===== src/pkg/usart_pkg.sv =====
/*
 Constants for the addressable serial transceiver: register offsets on the
 Wishbone bus, bit positions, reset values and baud oversampling ratios.
 Assumes a 32-bit classic Wishbone bus with one 8-bit register per word.
*/
package usart_pkg;
   // ----------------------------------------------------------------------
   // register byte offsets
   // ----------------------------------------------------------------------
   localparam logic [7:0] OFS_INTERRUPT_CONTROL = 8'h00;
   localparam logic [7:0] OFS_PERIPHERAL_FLAGS_ONE = 8'h04;
   localparam logic [7:0] OFS_PERIPHERAL_ENABLES_ONE = 8'h08;
   localparam logic [7:0] OFS_PERIPHERAL_PRIORITIES_ONE = 8'h0C;
   localparam logic [7:0] OFS_RECEIVE_STATUS_CONTROL = 8'h10;
   localparam logic [7:0] OFS_RECEIVE_DATA = 8'h14;
   localparam logic [7:0] OFS_TRANSMIT_STATUS_CONTROL = 8'h18;
   localparam logic [7:0] OFS_BAUD_DIVISOR = 8'h1C;
   localparam logic [7:0] OFS_TRANSMIT_DATA = 8'h20;
   // ----------------------------------------------------------------------
   // bit positions
   // ----------------------------------------------------------------------
   localparam int GLOBAL_INTERRUPT_ENABLE_BIT = 7;
   localparam int RECEIVE_BIT = 5;
   localparam int TRANSMIT_BIT = 4;
   localparam int SERIAL_PORT_ENABLE_BIT = 7;
   localparam int NINE_BIT_RECEIVE_BIT = 6;
   localparam int SINGLE_RECEIVE_BIT = 5;
   localparam int CONTINUOUS_RECEIVE_BIT = 4;
   localparam int ADDRESS_DETECT_BIT = 3;
   localparam int FRAMING_ERROR_BIT = 2;
   localparam int OVERRUN_ERROR_BIT = 1;
   localparam int RECEIVED_NINTH_BIT = 0;
   localparam int MASTER_CLOCK_SOURCE_BIT = 7;
   localparam int NINE_BIT_TRANSMIT_BIT = 6;
   localparam int TRANSMIT_ENABLE_BIT = 5;
   localparam int CLOCKED_MODE_BIT = 4;
   localparam int HIGH_SPEED_BAUD_BIT = 2;
   localparam int SHIFT_REGISTER_EMPTY_BIT = 1;
   localparam int TRANSMIT_NINTH_BIT = 0;
   // ----------------------------------------------------------------------
   // reset values and timing
   // ----------------------------------------------------------------------
   localparam logic [7:0] RESET_BYTE = 8'h00;
   localparam logic [7:0] TRANSMIT_STATUS_RESET = 8'h02;
   localparam logic [6:0] OVERSAMPLE_HIGH = 7'h10;
   localparam logic [6:0] OVERSAMPLE_LOW = 7'h40;
   localparam logic [3:0] BITS_EIGHT = 4'h8;
   localparam logic [3:0] BITS_NINE = 4'h9;
endpackage


===== src/logic/usart_core.sv =====
/*
 Addressable serial transceiver: asynchronous nine-bit reception with
 address detection and synchronous master transmission, registers on a
 classic Wishbone slave. Assumes pin pads resolve the enables into wires
 and that the data pin reaches this block through no other synchroniser.
*/
`timescale 1ns/1ps
module usart_core
   import usart_pkg::*;
(
   // clock and reset
   input wire logic REF_CLK,
   input wire logic RESET,
   // wishbone slave
   input wire logic CYC_I,
   input wire logic STB_I,
   input wire logic WE_I,
   input wire logic [7:0] ADR_I,
   input wire logic [3:0] SEL_I,
   input wire logic [31:0] DAT_I,
   output logic [31:0] DAT_O,
   output logic ACK_O,
   // shift timing line pin
   input wire logic SHIFT_TIMING_LINE_IN,
   output logic SHIFT_TIMING_LINE_OUT,
   output logic SHIFT_TIMING_LINE_OE,
   // serial data line pin
   input wire logic SERIAL_DATA_LINE_IN,
   output logic SERIAL_DATA_LINE_OUT,
   output logic SERIAL_DATA_LINE_OE,
   // interrupt requests by priority
   output logic INTERRUPT_HIGH,
   output logic INTERRUPT_LOW
);
   typedef enum logic [3:0] {
      RX_IDLE = 4'b0001,
      RX_START = 4'b0010,
      RX_DATA = 4'b0100,
      RX_STOP = 4'b1000
   } rx_state_t;
   typedef enum logic [2:0] {
      TX_IDLE = 3'b001,
      TX_LOW = 3'b010,
      TX_HIGH = 3'b100
   } tx_state_t;

   // ----------------------------------------------------------------------
   // registers
   // ----------------------------------------------------------------------
   logic [7:0] interrupt_control;
   logic [7:0] flags_other;
   logic [7:0] peripheral_enables_one;
   logic [7:0] peripheral_priorities_one;
   logic [7:0] rx_control;
   logic [7:0] tx_control;
   logic [7:0] baud_divisor;
   logic [7:0] transmit_data;
   logic [7:0] receive_data;
   logic receive_complete_flag;
   logic transmit_buffer_empty_flag;
   logic framing_error_flag;
   logic overrun_error_flag;
   logic received_ninth_bit;
   logic buffer_full;
   logic shift_register_empty;

   logic serial_port_enable;
   logic nine_bit_receive_enable;
   logic continuous_receive_enable;
   logic address_detect_enable;
   logic clocked_mode;
   logic master_clock_source;
   logic transmit_enable;
   logic high_speed_baud_select;
   assign serial_port_enable = rx_control[SERIAL_PORT_ENABLE_BIT];
   assign nine_bit_receive_enable = rx_control[NINE_BIT_RECEIVE_BIT];
   assign continuous_receive_enable = rx_control[CONTINUOUS_RECEIVE_BIT];
   assign address_detect_enable = rx_control[ADDRESS_DETECT_BIT];
   assign clocked_mode = tx_control[CLOCKED_MODE_BIT];
   assign master_clock_source = tx_control[MASTER_CLOCK_SOURCE_BIT];
   assign transmit_enable = tx_control[TRANSMIT_ENABLE_BIT];
   assign high_speed_baud_select = tx_control[HIGH_SPEED_BAUD_BIT];

   // ----------------------------------------------------------------------
   // wishbone slave
   // ----------------------------------------------------------------------
   // ack one cycle after the request; writes and read side effects happen
   // on the edge where ack is high, the edge the master samples it
   logic access;
   logic write_now;
   logic read_now;
   assign access = CYC_I && STB_I && ACK_O;
   assign write_now = access && WE_I && SEL_I[0];
   assign read_now = access && !WE_I;

   function automatic logic wr_hit(input logic [7:0] ofs);
      wr_hit = write_now && (ADR_I == ofs);
   endfunction

   logic [7:0] next_read;
   always_comb begin
      next_read = RESET_BYTE;
      case (ADR_I)
         OFS_INTERRUPT_CONTROL: next_read = interrupt_control;
         OFS_PERIPHERAL_FLAGS_ONE: begin
            next_read = flags_other;
            next_read[RECEIVE_BIT] = receive_complete_flag;
            next_read[TRANSMIT_BIT] = transmit_buffer_empty_flag;
         end
         OFS_PERIPHERAL_ENABLES_ONE: next_read = peripheral_enables_one;
         OFS_PERIPHERAL_PRIORITIES_ONE: next_read = peripheral_priorities_one;
         OFS_RECEIVE_STATUS_CONTROL: begin
            next_read = rx_control;
            next_read[FRAMING_ERROR_BIT] = framing_error_flag;
            next_read[OVERRUN_ERROR_BIT] = overrun_error_flag;
            next_read[RECEIVED_NINTH_BIT] = received_ninth_bit;
         end
         OFS_RECEIVE_DATA: next_read = receive_data;
         OFS_TRANSMIT_STATUS_CONTROL: begin
            next_read = tx_control;
            next_read[SHIFT_REGISTER_EMPTY_BIT] = shift_register_empty;
         end
         OFS_BAUD_DIVISOR: next_read = baud_divisor;
         OFS_TRANSMIT_DATA: next_read = transmit_data;
         default: next_read = RESET_BYTE;
      endcase
   end

   always_ff @(posedge REF_CLK or posedge RESET) begin
      if (RESET) begin
         ACK_O <= 1'b0;
         DAT_O <= 32'h0000_0000;
      end else begin
         ACK_O <= CYC_I && STB_I && !ACK_O;
         DAT_O <= {24'h00_0000, next_read};
      end
   end

   // plain control registers; status bits inside them are overlaid on read
   always_ff @(posedge REF_CLK or posedge RESET) begin
      if (RESET) begin
         interrupt_control <= RESET_BYTE;
         flags_other <= RESET_BYTE;
         peripheral_enables_one <= RESET_BYTE;
         peripheral_priorities_one <= RESET_BYTE;
         rx_control <= RESET_BYTE;
         tx_control <= TRANSMIT_STATUS_RESET;
         baud_divisor <= RESET_BYTE;
      end else begin
         if (wr_hit(OFS_INTERRUPT_CONTROL))
            interrupt_control <= DAT_I[7:0];
         if (wr_hit(OFS_PERIPHERAL_FLAGS_ONE))
            flags_other <= DAT_I[7:0];
         if (wr_hit(OFS_PERIPHERAL_ENABLES_ONE))
            peripheral_enables_one <= DAT_I[7:0];
         if (wr_hit(OFS_PERIPHERAL_PRIORITIES_ONE))
            peripheral_priorities_one <= DAT_I[7:0];
         if (wr_hit(OFS_RECEIVE_STATUS_CONTROL))
            rx_control <= DAT_I[7:0];
         if (wr_hit(OFS_TRANSMIT_STATUS_CONTROL))
            tx_control <= DAT_I[7:0];
         if (wr_hit(OFS_BAUD_DIVISOR))
            baud_divisor <= DAT_I[7:0];
      end
   end

   // ----------------------------------------------------------------------
   // baud generator
   // ----------------------------------------------------------------------
   // one tick every divisor+1 cycles; async oversamples 16 or 64 ticks per
   // bit, sync uses one tick per half period of the shift clock
   logic [7:0] baud_count;
   logic baud_tick;
   always_ff @(posedge REF_CLK or posedge RESET) begin
      if (RESET) begin
         baud_count <= RESET_BYTE;
         baud_tick <= 1'b0;
      end else if (baud_count == RESET_BYTE) begin
         baud_count <= baud_divisor;
         baud_tick <= 1'b1;
      end else begin
         baud_count <= baud_count - 8'h01;
         baud_tick <= 1'b0;
      end
   end

   logic [6:0] ticks_per_bit;
   logic [6:0] mid_tick;
   assign ticks_per_bit = high_speed_baud_select ? OVERSAMPLE_HIGH : OVERSAMPLE_LOW;
   assign mid_tick = {1'b0, ticks_per_bit[6:1]};

   // ----------------------------------------------------------------------
   // asynchronous receiver
   // ----------------------------------------------------------------------
   logic data_meta;
   logic data_sync;
   always_ff @(posedge REF_CLK or posedge RESET) begin
      if (RESET) begin
         data_meta <= 1'b1;
         data_sync <= 1'b1;
      end else begin
         data_meta <= SERIAL_DATA_LINE_IN;
         data_sync <= data_meta;
      end
   end

   rx_state_t rx_state;
   logic [6:0] rx_ticks;
   logic [3:0] rx_bits;
   logic [8:0] rx_shift;
   logic rx_done;
   logic rx_stop_bad;
   logic rx_active;
   logic tx_busy;
   // no reception in sync mode, and never while a word is going out
   assign rx_active = serial_port_enable && !clocked_mode && continuous_receive_enable
      && !overrun_error_flag && !tx_busy;

   always_ff @(posedge REF_CLK or posedge RESET) begin
      if (RESET) begin
         rx_state <= RX_IDLE;
         rx_ticks <= 7'h00;
         rx_bits <= 4'h0;
         rx_shift <= 9'h000;
         rx_done <= 1'b0;
         rx_stop_bad <= 1'b0;
      end else begin
         rx_done <= 1'b0;
         if (!rx_active) begin
            rx_state <= RX_IDLE;
         end else begin
            case (rx_state)
               RX_IDLE: begin
                  rx_ticks <= 7'h00;
                  rx_bits <= 4'h0;
                  if (!data_sync)
                     rx_state <= RX_START;
               end
               RX_START: begin
                  if (baud_tick) begin
                     rx_ticks <= rx_ticks + 7'h01;
                     if (rx_ticks == mid_tick && data_sync)
                        rx_state <= RX_IDLE;
                     else if (rx_ticks == ticks_per_bit - 7'h01) begin
                        rx_ticks <= 7'h00;
                        rx_state <= RX_DATA;
                     end
                  end
               end
               RX_DATA: begin
                  if (baud_tick) begin
                     rx_ticks <= rx_ticks + 7'h01;
                     if (rx_ticks == mid_tick)
                        rx_shift <= {data_sync, rx_shift[8:1]};
                     if (rx_ticks == ticks_per_bit - 7'h01) begin
                        rx_ticks <= 7'h00;
                        rx_bits <= rx_bits + 4'h1;
                        if (rx_bits == (nine_bit_receive_enable ? BITS_NINE : BITS_EIGHT)
                              - 4'h1)
                           rx_state <= RX_STOP;
                     end
                  end
               end
               RX_STOP: begin
                  if (baud_tick) begin
                     rx_ticks <= rx_ticks + 7'h01;
                     if (rx_ticks == mid_tick) begin
                        rx_done <= 1'b1;
                        rx_stop_bad <= !data_sync;
                        rx_state <= RX_IDLE;
                     end
                  end
               end
               default: rx_state <= RX_IDLE;
            endcase
         end
      end
   end

   // eight-bit words land in the top of the shifter
   logic [8:0] rx_word;
   logic rx_accept;
   assign rx_word = nine_bit_receive_enable ? rx_shift : {1'b0, rx_shift[8:1]};
   // address words carry a one in the ninth bit
   assign rx_accept = !(address_detect_enable && nine_bit_receive_enable
      && !rx_word[8]);

   logic rx_read;
   assign rx_read = read_now && (ADR_I == OFS_RECEIVE_DATA);

   always_ff @(posedge REF_CLK or posedge RESET) begin
      if (RESET) begin
         receive_data <= RESET_BYTE;
         received_ninth_bit <= 1'b0;
         framing_error_flag <= 1'b0;
      end else if (rx_done && rx_accept && !receive_complete_flag) begin
         receive_data <= rx_word[7:0];
         received_ninth_bit <= rx_word[8];
         framing_error_flag <= rx_stop_bad;
      end else if (!continuous_receive_enable) begin
         framing_error_flag <= 1'b0;
      end
   end

   // a new word in the same cycle as the read keeps the flag set
   always_ff @(posedge REF_CLK or posedge RESET) begin
      if (RESET)
         receive_complete_flag <= 1'b0;
      else if (rx_done && rx_accept)
         receive_complete_flag <= 1'b1;
      else if (rx_read)
         receive_complete_flag <= 1'b0;
   end

   // a word arriving while the last one is unread is lost and flagged
   always_ff @(posedge REF_CLK or posedge RESET) begin
      if (RESET)
         overrun_error_flag <= 1'b0;
      else if (!continuous_receive_enable)
         overrun_error_flag <= 1'b0;
      else if (rx_done && rx_accept && receive_complete_flag && !rx_read)
         overrun_error_flag <= 1'b1;
   end

   // ----------------------------------------------------------------------
   // synchronous master transmitter
   // ----------------------------------------------------------------------
   logic tx_on;
   logic tx_write;
   logic tx_load;
   logic tx_en_prev;
   tx_state_t tx_state;
   logic [8:0] transmit_shift_register;
   logic [8:0] buffered_word;
   logic [3:0] tx_bits;
   logic shift_clock;
   logic last_bit;
   assign tx_on = serial_port_enable && clocked_mode && master_clock_source
      && transmit_enable;
   assign tx_write = wr_hit(OFS_TRANSMIT_DATA);
   assign tx_busy = !shift_register_empty;
   assign last_bit = tx_bits == (tx_control[NINE_BIT_TRANSMIT_BIT] ? BITS_NINE : BITS_EIGHT)
      - 4'h1;
   // reload only when idle or right after the last bit's high phase
   assign tx_load = tx_on && buffer_full && !rx_state[1] && !rx_state[2] && !rx_state[3]
      && ((tx_state == TX_IDLE) || (tx_state == TX_HIGH && baud_tick && last_bit));

   always_ff @(posedge REF_CLK or posedge RESET) begin
      if (RESET) begin
         transmit_data <= RESET_BYTE;
         buffered_word <= 9'h000;
      end else if (tx_write) begin
         transmit_data <= DAT_I[7:0];
         buffered_word <= {tx_control[TRANSMIT_NINTH_BIT], DAT_I[7:0]};
      end
   end

   always_ff @(posedge REF_CLK or posedge RESET) begin
      if (RESET)
         buffer_full <= 1'b0;
      else if (!tx_on)
         buffer_full <= 1'b0;
      else if (tx_write)
         buffer_full <= 1'b1;
      else if (tx_load)
         buffer_full <= 1'b0;
   end

   // empty flag: set on enable and on each transfer, cleared by a data write
   // or while transmit is disabled; flag register writes never reach it
   always_ff @(posedge REF_CLK or posedge RESET) begin
      if (RESET) begin
         tx_en_prev <= 1'b0;
         transmit_buffer_empty_flag <= 1'b0;
      end else begin
         tx_en_prev <= transmit_enable;
         if (!transmit_enable)
            transmit_buffer_empty_flag <= 1'b0;
         else if (tx_write)
            transmit_buffer_empty_flag <= 1'b0;
         else if (transmit_enable && !tx_en_prev)
            transmit_buffer_empty_flag <= 1'b1;
         else if (tx_load)
            transmit_buffer_empty_flag <= 1'b1;
      end
   end

   // the shifter has no address; only the pin sees its contents
   always_ff @(posedge REF_CLK or posedge RESET) begin
      if (RESET) begin
         tx_state <= TX_IDLE;
         transmit_shift_register <= 9'h000;
         tx_bits <= 4'h0;
         shift_clock <= 1'b0;
         shift_register_empty <= 1'b1;
      end else if (!tx_on) begin
         tx_state <= TX_IDLE;
         shift_clock <= 1'b0;
         shift_register_empty <= 1'b1;
      end else if (tx_load) begin
         transmit_shift_register <= buffered_word;
         tx_bits <= 4'h0;
         shift_clock <= 1'b0;
         shift_register_empty <= 1'b0;
         tx_state <= TX_LOW;
      end else begin
         case (tx_state)
            TX_IDLE: shift_clock <= 1'b0;
            TX_LOW: begin
               if (baud_tick) begin
                  shift_clock <= 1'b1;
                  tx_state <= TX_HIGH;
               end
            end
            TX_HIGH: begin
               if (baud_tick) begin
                  shift_clock <= 1'b0;
                  if (last_bit) begin
                     shift_register_empty <= 1'b1;
                     tx_state <= TX_IDLE;
                  end else begin
                     transmit_shift_register <= {1'b0, transmit_shift_register[8:1]};
                     tx_bits <= tx_bits + 4'h1;
                     tx_state <= TX_LOW;
                  end
               end
            end
            default: tx_state <= TX_IDLE;
         endcase
      end
   end

   // ----------------------------------------------------------------------
   // pins and interrupt outputs
   // ----------------------------------------------------------------------
   // data changes while the clock is low, so it is stable at the rising edge
   logic port_sync_master;
   assign port_sync_master = serial_port_enable && clocked_mode && master_clock_source;
   always_ff @(posedge REF_CLK or posedge RESET) begin
      if (RESET) begin
         SHIFT_TIMING_LINE_OUT <= 1'b0;
         SHIFT_TIMING_LINE_OE <= 1'b0;
         SERIAL_DATA_LINE_OUT <= 1'b0;
         SERIAL_DATA_LINE_OE <= 1'b0;
      end else begin
         SHIFT_TIMING_LINE_OUT <= shift_clock;
         SHIFT_TIMING_LINE_OE <= port_sync_master;
         SERIAL_DATA_LINE_OUT <= transmit_shift_register[0];
         SERIAL_DATA_LINE_OE <= port_sync_master && transmit_enable;
      end
   end

   logic rx_pending;
   logic tx_pending;
   logic global_interrupt_enable;
   assign global_interrupt_enable = interrupt_control[GLOBAL_INTERRUPT_ENABLE_BIT];
   assign rx_pending = receive_complete_flag && peripheral_enables_one[RECEIVE_BIT];
   assign tx_pending = transmit_buffer_empty_flag
      && peripheral_enables_one[TRANSMIT_BIT];
   always_ff @(posedge REF_CLK or posedge RESET) begin
      if (RESET) begin
         INTERRUPT_HIGH <= 1'b0;
         INTERRUPT_LOW <= 1'b0;
      end else begin
         INTERRUPT_HIGH <= global_interrupt_enable && ((rx_pending && peripheral_priorities_one[RECEIVE_BIT])
            || (tx_pending && peripheral_priorities_one[TRANSMIT_BIT]));
         INTERRUPT_LOW <= global_interrupt_enable && ((rx_pending && !peripheral_priorities_one[RECEIVE_BIT])
            || (tx_pending && !peripheral_priorities_one[TRANSMIT_BIT]));
      end
   end
endmodule


===== config.mk =====
export PLATFORM = sky130hd
export DESIGN_NAME = usart_core
export DESIGN_NICKNAME = d
export VERILOG_FILES = /design/src/pkg/usart_pkg.sv /design/src/logic/usart_core.sv
export SDC_FILE = /design/constraint.sdc
export NUM_CORES = 1
export LEC_CHECK = 0
export BUFFER_PORTS_ARGS = -buffer_cell sky130_fd_sc_hd__buf_4
export CORE_UTILIZATION = 38
export DETAILED_ROUTE_END_ITERATION = 12
export SLEW_MARGIN = 10
export SYNTH_ARGS = -nofsm -noshare
export SYNTH_HDL_FRONTEND = slang
export SYNTH_SLANG_ARGS = --single-unit

===== constraint.sdc =====
create_clock -name REF_CLK -period 6.6 [get_ports REF_CLK]
set_clock_uncertainty 0.15 [all_clocks]
set_input_delay 0.99 -clock REF_CLK [delete_from_list [all_inputs] [get_ports REF_CLK]]
set_output_delay 0.99 -clock REF_CLK [all_outputs]
set_load 0.005 [all_outputs]

### Word level (Yosys, flattened, before mapping)

Cells that the tools add are included.

* word-level logic and storage cells: 237
* register bits after elaboration: 158

* reduce and logical (&&, ||, !) cells: 79
* add/sub/neg operators: 7
* mux-type cells: 68
* eq/ne operators: 43

Operators by type and width (number)
* $pmux W8 S9: 1
* $mux W4: 16
* $logic_and A1 B1 Y1: 45
* $mux W9: 5
* $mux W7: 6
* $eq A8 B5 Y1 const B: 4
* $mux W1: 29
* $pmux W7 S4: 1
* $ne A3 B3 Y1 const B: 8
* $eq A8 B4 Y1 const B: 2
* $logic_not A8 Y1: 2
* $pmux W4 S4: 1
* $reduce_and A4 Y1: 4
* $logic_not A1 Y1: 15
* $mux W3: 4
* $ne A4 B4 Y1 const B: 3
* $ne A2 B2 Y1 const B: 5
* $ne A3 B1 Y1 const B: 3
* $pmux W3 S3: 1
* $reduce_and A3 Y1: 3
* $add A4 B1 Y4 const B: 2
* $eq A4 B4 Y1: 2
* $eq A8 B3 Y1 const B: 1
* $eq A8 B6 Y1 const B: 1
* other kinds (26): 33

### Logic depth before layout (Yosys ltp)

Gate-level depths: netlist of run 1.

* depth after elaboration: 12
* gate-level depth with buffers: 8

### Worst setup path after synthesis of run 1

OpenSTA, ideal clock, no wires.

* path type: input to register
* start: in ADR_I[5]
* end: reg baud_divisor[0]
* cell stages on the path: 7
* slack: 3.900 ns
* arrival time: 2.425 ns
* required time: 6.325 ns
* library setup time: 0.125 ns
* cells stage by stage: buf_2 nor4b_1 and2_1 buf_2 buf_4 nand2_1 mux2_2

* cells in the longest elaborated chain, start to end: 2

RTL lines
* start: declaration: line usart_core.sv:18 `input wire logic [7:0] ADR_I,`
* $eq A8 B5 Y1: line usart_core.sv:97 `wr_hit = write_now && (ADR_I == ofs);`
* $logic_and A1 B1 Y1: line usart_core.sv:97
* end signal: assignment: line usart_core.sv:163 `baud_divisor <= DAT_I[7:0];`
* end: declaration: line usart_core.sv:56 `logic [7:0] baud_divisor;`

Every way passes these cells.
A chain may end at the register's enable or synchronous reset.

### Worst setup path in the final report of run 1

* start: in ADR_I[5]
* end: reg peripheral_priorities_one[7]

* cells in the longest elaborated chain, start to end: 2

RTL lines
* $eq A8 B4 Y1: line usart_core.sv:97
* $logic_and A1 B1 Y1: line usart_core.sv:97
* end signal: assignment: line usart_core.sv:157 `peripheral_priorities_one <= DAT_I[7:0];`
* end: declaration: line usart_core.sv:53 `logic [7:0] peripheral_priorities_one;`

Every way passes these cells.

==> results of run 1 <==
-- worst max-delay path, delay by kind of cell --
kind | cells | cell delay, ns
buffers and inverters | 1 | 0.15
muxes | 1 | 0.39
and+or+nand+nor | 3 | 1.69
-- flip-flops by register name (all words and copies together) (netlist names), 2 cells and up --
signal                     cells
transmit_data                  7
flags_other                    6
rx_ticks                       7
transmit_shift_register        9
rx_shift                       9
baud_count                     8
interrupt_control              8
rx_state                       4
rx_bits                        4
tx_state                       3
tx_bits                        4
receive_data                   8
DAT_O                          8
buffered_word                  2
peripheral_enables_one         8
baud_divisor                   8
tx_control                     7
rx_control                     5
peripheral_priorities_one      8
-- cell type report --
| cell class | count | area (um2) | area share (%) |
|---|---|---|---|
| multi-input cells | 464 | 3190 | 39.7 |
| flip-flops and latches | 144 | 3610 | 44.9 |
| inverters | 16 | 65.1 | 0.810 |
| repair buffers | 38 | 285 | 3.55 |
| well taps | 229 | 287 | 3.57 |
| clock buffers | 21 | 460 | 5.73 |
| clock inverters | 11 | 138 | 1.71 |
-- cells in the final DEF, fill, tap and decap left out, drive strengths merged, types with 3 or more instances in the layout --
cell,n
or3,9
conb,24
a31oi,3
clkinv,8
ha,6
dfrtp,139
nor4,9
a221o,5
clkbuf,21
mux2,72
nor2,43
o211ai,10
o21ai,29
o31ai,3
inv,16
a32oi,3
o22ai,4
dfstp,5
nand2,54
xnor2,6
o221ai,3
bufinv,3
nor3,16
a22oi,21
nand3,29
buf,38
nand2b,5
or2,5
a21oi,29
nor2b,12
and2,4
and3,3
mux2i,22
-- metal layers --
layer	track usage [%]	up-vias	part of all wire (%)
li1	-	2392	-
met1	23.3	2516	46
met2	28.3	135	47
met3	4.11	19	4.4
met4	6.61	0	1.9
met5	0	-	0
-- cells by family after synthesis --
group,count (synthesis),synth area share [%]
simple gates,202,14.3
flops,144,50.8
compound gates,130,12.8
mux,94,14.5
buf+inv,67,5.44
xor+xnor,8,0.987
fa+ha+maj,6,1.06
other cells,1,0.0528
-- report_power, final --
part	switching (uW)	internal [uW]	leakage [uW]	total, uW
logic	83.4	54.5	0.00140	138
clock network	357	611	0.000300	969
registers	31.9	912	0.00197	944
-- how the worst max path moves through the flow --
stage,startpoint,endpoint
detailed placement,ADR_I[5],peripheral_priorities_one[7]$_DFFE_PP0P_
finish,ADR_I[5],peripheral_priorities_one[7]$_DFFE_PP0P_
global placement,ADR_I[5],peripheral_priorities_one[3]$_DFFE_PP0P_
global route,ADR_I[5],peripheral_priorities_one[5]$_DFFE_PP0P_
floorplan,RESET,ACK_O$_DFF_PP0_
CTS,ADR_I[5],peripheral_priorities_one[5]$_DFFE_PP0P_
-- metrics by stage --
| stage | std cells | power (uW) | hold WS (ns) | setup slack (ns) | utilization (%) |
|---|---|---|---|---|---|
| after global placement | 891 | 1090 | 0.198 | 3.14 | 41.0 |
| after detailed placement | 891 | 1100 | 0.199 | 3.09 | 41.0 |
| after floorplan | 675 | 1060 | 0.195 | 1.60 | - |
| final | 923 | 2050 | 0.206 | 3.51 | 44.3 |
| after global routing | 923 | 2130 | 0.213 | 3.29 | 44.3 |
| after CTS | 923 | 2070 | 0.207 | 3.50 | 44.3 |
==> results by group, run 1 <==
STA
  – Unrepaired setup endpoints after global routing: false
  – Max Freq: 324 MHz
  – Max-slew violations: 0
  – Period utilization: a little under half
  – Worst relative slew slack: 28.6%
  – Final setup viols: 0
  – Slew @ Worst Pin: 1.07 ns
  – Total negative slack: 0 ns
  – Fin crit period: around 3.1 ns
  – Final number of hold-violating endpoints: 0

Routing
  – DR vias/cell: between 5 and 6
  – Drt total wl: 16.0 mm
  – First DRT Iteration DRCs: around 290
  – Post-route antenna net violation count: 0
  – Initial DRT Pass Iterations: 9
  – DRC violations left: 9
  – Post-detailed-route wirelength per cell: ~17 um
  – Via Count: approximately 5100

Global routing
  – First-pass GRT wire length: around 27 mm
  – Initial antenna violation count: 0
  – GRT overflow: 0
  – Largest net degree at the start of global routing: between 80 and 90
  – All-Layer GR Usage: around 18%
  – Number of global-route vias before repair: 5090

Clock network
  – Clock transition at path regs: approximately 0.060 ns
  – Skew-Pair Late Insertion Delay: 0.41 ns
  – Clock root buffer: clkbuf_16
  – CTS Buf Count: 17
  – CTS tree: yes
  – CTS-repair resized insts: 0
  – Post-CTS setup buffer count: 0
  – Clock sink count: 144
  – # H-tree levels: 4
  – Hold-fix buffers, CTS: 0
  – Max Buffers Root-to-Sink: 2

Final layout
  – Fin nets: between 700 and 800
  – Area growth from synthesis to layout: 13.2%
  – Design area: around 8000 um2
  – Share of layout cells above drive strength 1: a little under a quarter
  – Antenna cells: 0
  – Filler cells: between 1500 and 2000

Setup path
  – Reg2Reg Capture Point: transmit_shift_register[8]$_DFFE_PP0P_
  – R2r worst-path depth: 5
  – Required @ worst endpoint: ~6.8 ns
  – Reg-to-Reg Start: tx_bits[0]$_DFFE_PP0P_
  – Startpoint types: input port
  – CP max-delay cell: nor2b_1
  – Critical Path, Cell by Cell: buf_4 -> nor4b_1 -> nor2b_1 -> nand2_1 -> mux2_2
  – CP Capture Type: flip-flop
  – Crit path arrival time: between 3 and 4 ns
  – Worst setup path category: input port to flip-flop
  – Register-to-register setup slack: approximately 3.7 ns
  – Crit Path Max Fanout: 11
  – Largest stage delay on the critical path: 0.77 ns

Floorplanning
  – Die W: approximately 140 um
  – Die ar.: roughly 19000 um2
  – Row cnt: 49
  – Io pins: 90
  – Initial Util: just under 40%
  – Vert. Die Dim: 139 um
  – Core Footprint: 18100 um2

Worst hold path
  – End of the worst hold path: data_sync$_DFF_PP1_
  – Hold path cells: 0
  – HP Class: flip-flop to flip-flop
  – Hold path start: data_meta$_DFF_PP1_

Yosys
  – Post-synthesis register bit count: approximately 140
  – List of most frequent post-synthesis cells: 139 x dfrtp_1, 71 x mux2_2, 52 x nand2_1
  – Leading cell type by number of instances after synthesis: dfrtp_1
  – Asr flop ratio synth: 100%
  – Yosys top cell area share: 49.0%
  – Gate Count Post-Synth: approximately 650
  – Syn Area/Cell: 10.9 um2
  – Area leader, netlist: dfrtp_1
  – Synth top area cells: dfrtp_1 49%, mux2_2 11%, mux2i_1 3.1%
  – Mapped cell area: about 7100 um2
  – Ys flop type: dfrtp_1
  – Post-synth cell types: 68
  – Warnings from Yosys: 0
  – Sequential area share after synthesis: 50.8%
  – Post-synth EDFFs: 0

Power and ir drop
  – IR Drop Worst-Case VDD: 0.138 mV
  – P_leak: about 0.0037 uW
  – Power Density: roughly 260 nW/um2

Placement
  – HPWL after detailed placement: ~11 mm
  – Port-buffer cells: 37
  – Placed Area: 7440 um2
  – Gpl congestion: about 0.91

Run status
  – Failing checks: design-rule violations
  – Status: finished, violations left

Flow run
  – Max-cap viol count: 0
(Power assumes the default switching activity.)
==> inputs of run 2 (changes only) <==
- clock period: 6.6 -> 2.7 ns (I/O delays scaled with it)
==> run 2 against run 1 <==
  * The flow still finishes with violations (design-rule violations)
  * Sequential share of layout area decreased by 0.77 points
  * Largest cell class unchanged
  * Register-to-register slack lost 3.4 ns
  * Die area stayed put
  * Wire length is 3.6% higher
  * Setup slack got worse by 3.2 ns
==> results by group, run 2 (synthesis results as in run 1) <==
Clock network
  – Clock transition at path regs: 0.06 ns (about the same)
  – Clock sink count: 144 (unchanged)
  – CTS tree: yes (unchanged)
  – Clock root buffer: clkbuf_16 (unchanged)
  – CTS Buf Count: 17 (unchanged)
  – # H-tree levels: 4 (unchanged)
  – Skew-Pair Late Insertion Delay: 0.43 ns (was 0.41 ns)
  – Post-CTS setup buffer count: 0 (unchanged)
  – Max Buffers Root-to-Sink: 2 (unchanged)

Placement
  – Gpl congestion: 0.953 (was 0.909)
  – Port-buffer cells: 37 (unchanged)
  – HPWL after detailed placement: 12.0 mm (was 11.4 mm)
  – Dpl cells: 911 (was 891)

STA
  – Final number of hold-violating endpoints: 0 (unchanged)
  – Max Freq: 418 MHz
  – Slew @ Worst Pin: 0.635 ns (was 1.07 ns)
  – Unrepaired setup endpoints after global routing: false (unchanged)
  – Fin crit period: 2.39 ns
  – Max-slew violations: 0 (unchanged)
  – Final setup viols: 0 (unchanged)
  – Worst relative slew slack: 57.7% (was 28.6%)
  – Total negative slack: 0 ns (unchanged)
  – Period utilization: between 80 and 90%

Global routing
  – Largest net degree at the start of global routing: 111 (was 83)
  – GRT overflow: 0 (unchanged)
  – Number of global-route vias before repair: 5167 (was 5090)
  – Initial antenna violation count: 0 (unchanged)
  – All-Layer GR Usage: 18.3% (was 17.7%)
  – First-pass GRT wire length: 27.2 mm (was 26.6 mm)

Floorplanning
  – Io pins: 90 (unchanged)
  – Die W: 139 um (unchanged)
  – Vert. Die Dim: 139 um (unchanged)
  – Die ar.: 19200 um2 (unchanged)
  – Row cnt: 49 (unchanged)
  – Initial Util: 39.1% (unchanged)
  – Core Footprint: 18100 um2 (unchanged)

Final layout
  – Fin nets: 760 (was 738)
  – Antenna cells: 0 (unchanged)
  – Final Non-Filler Cells: 945 (was 923)
  – Top flop regs: rx_shift: 9 flops, transmit_shift_register: 9 flops (unchanged)
  – Most common cell after layout, fill and taps aside: dfrtp_1 (unchanged)
  – Leading cell types in the layout, fill and taps excluded: 139 x dfrtp_1, 71 x mux2_2, 57 x buf_4 (was 139 x dfrtp_1, 71 x mux2_2, 52 x nand2_1)
  – Area growth from synthesis to layout: 15.1% (was 13.2%)
  – Share of layout cells above drive strength 1: 25.6% (was 23.3%)

Routing
  – DR vias/cell: 5.45 (was 5.48)
  – First DRT Iteration DRCs: 357 (was 293)
  – DRC violations left: 15 (was 9)
  – Drt total wl: 16.6 mm (was 16.0 mm)
  – Initial DRT Pass Iterations: 10 (was 9)
  – Post-route antenna net violation count: 0 (unchanged)
  – Via Count: 5153 (was 5062)
  – Post-detailed-route wirelength per cell: 17.5 um (was 17.3 um)

Setup path
  – Required @ worst endpoint: 2.91 ns (was 6.75 ns)
  – Worst setup path category: flip-flop to flip-flop (was input port to flip-flop)
  – Startpoint types: flip-flop (was input port)
  – Crit Path Max Fanout: 10 (was 11)
  – CP Capture Type: flip-flop (unchanged)
  – R2r worst-path depth: 5 (unchanged)
  – Register-to-register setup slack: 0.31 ns (was 3.66 ns)
  – Crit path arrival time: 2.60 ns (was 3.23 ns)

Power and ir drop
  – P_leak: 0.00375 uW (was 0.00367 uW)
  – IR Drop Worst-Case VDD: 0.462 mV (was 0.138 mV)
  – Power Density: 595 nW/um2 (was 255 nW/um2)

Flow run
  – Max-cap viol count: 0 (unchanged)

Worst hold path
  – HP Class: input port to flip-flop (was flip-flop to flip-flop)
  – Hold path cells: 3 (was 0)

Run status
  – Failing checks: design-rule violations (unchanged)
  – Status: finished, violations left (unchanged)
[run 2: timing repair]
item,in CTS,in global routing
endpoints found under the setup margin,0,0
resized for setup,0,0
hold endpoints to repair,10,0
hold buffers,2,0
[run 2: routing by layer]
layer	up-vias	global-route usage, %	share of wire, %
met5	-	0	0
met2	153	30.1	49
li1	2418	-	-
met1	2559	23.7	45
met4	0	6.84	1.4
met3	23	3.80	4.4
[run 2: worst paths after layout]
path                                                        from                     endpoint
worst min-delay path                                       STB_I              ACK_O$_DFF_PP0_
worst max-delay path            shift_register_empty$_DFFE_PP1P_      rx_ticks[4]$_DFFE_PP0P_
max in group asynchronous                                  RESET      rx_shift[0]$_DFFE_PP0P_
worst min register to register               data_meta$_DFF_PP1_          data_sync$_DFF_PP1_
worst max register to register  shift_register_empty$_DFFE_PP1P_      rx_ticks[4]$_DFFE_PP0P_
min in group asynchronous                                  RESET  baud_divisor[7]$_DFFE_PP0P_
[run 2: stage by stage]
stage          hold WS, ns  area, um2  worst slack [ns]  power, uW  util (%)
2_1_floorplan        0.195       7190             0.344       2590         -
3_3_place_gp         0.196       7600             0.357       2670      41.9
3_5_place_dp         0.197       7600             0.341       2690      41.9
4_1_cts             0.0550       8180             0.311       4920      45.0
5_1_grt             0.0734       8180            0.0704       5070      45.0
6_report            0.0699       8180             0.310       4870      45.0
[run 2: worst max-delay path, cell delays in order (launching register included)]
cell	delay, ns
dfstp_2	0.58
nand4b_1	0.17
or2_2	0.39
a21o_1	0.28
nor3_1	0.51
a221o_1	0.25
[run 2: cell type report]
cell class                 instances  area, um2
timing repair buffer              60        468
fill                            1661       9970
clock buffer                      19        443
clock inverter                    13        114
tap                              229        287
multi-input combinational        464       3190
sequential                       144       3610
inverter                          16       63.8
[run 2: power by group]
| group | leakage [uW] | internal, uW | switching (uW) | total, uW |
|---|---|---|---|---|
| Combinational | 0.00151 | 143 | 209 | 352 |
| Sequential | 0.00197 | 2230 | 73.5 | 2300 |
| Clock | 0.000273 | 1290 | 924 | 2210 |
| Total | 0.00375 | 3660 | 1210 | 4870 |
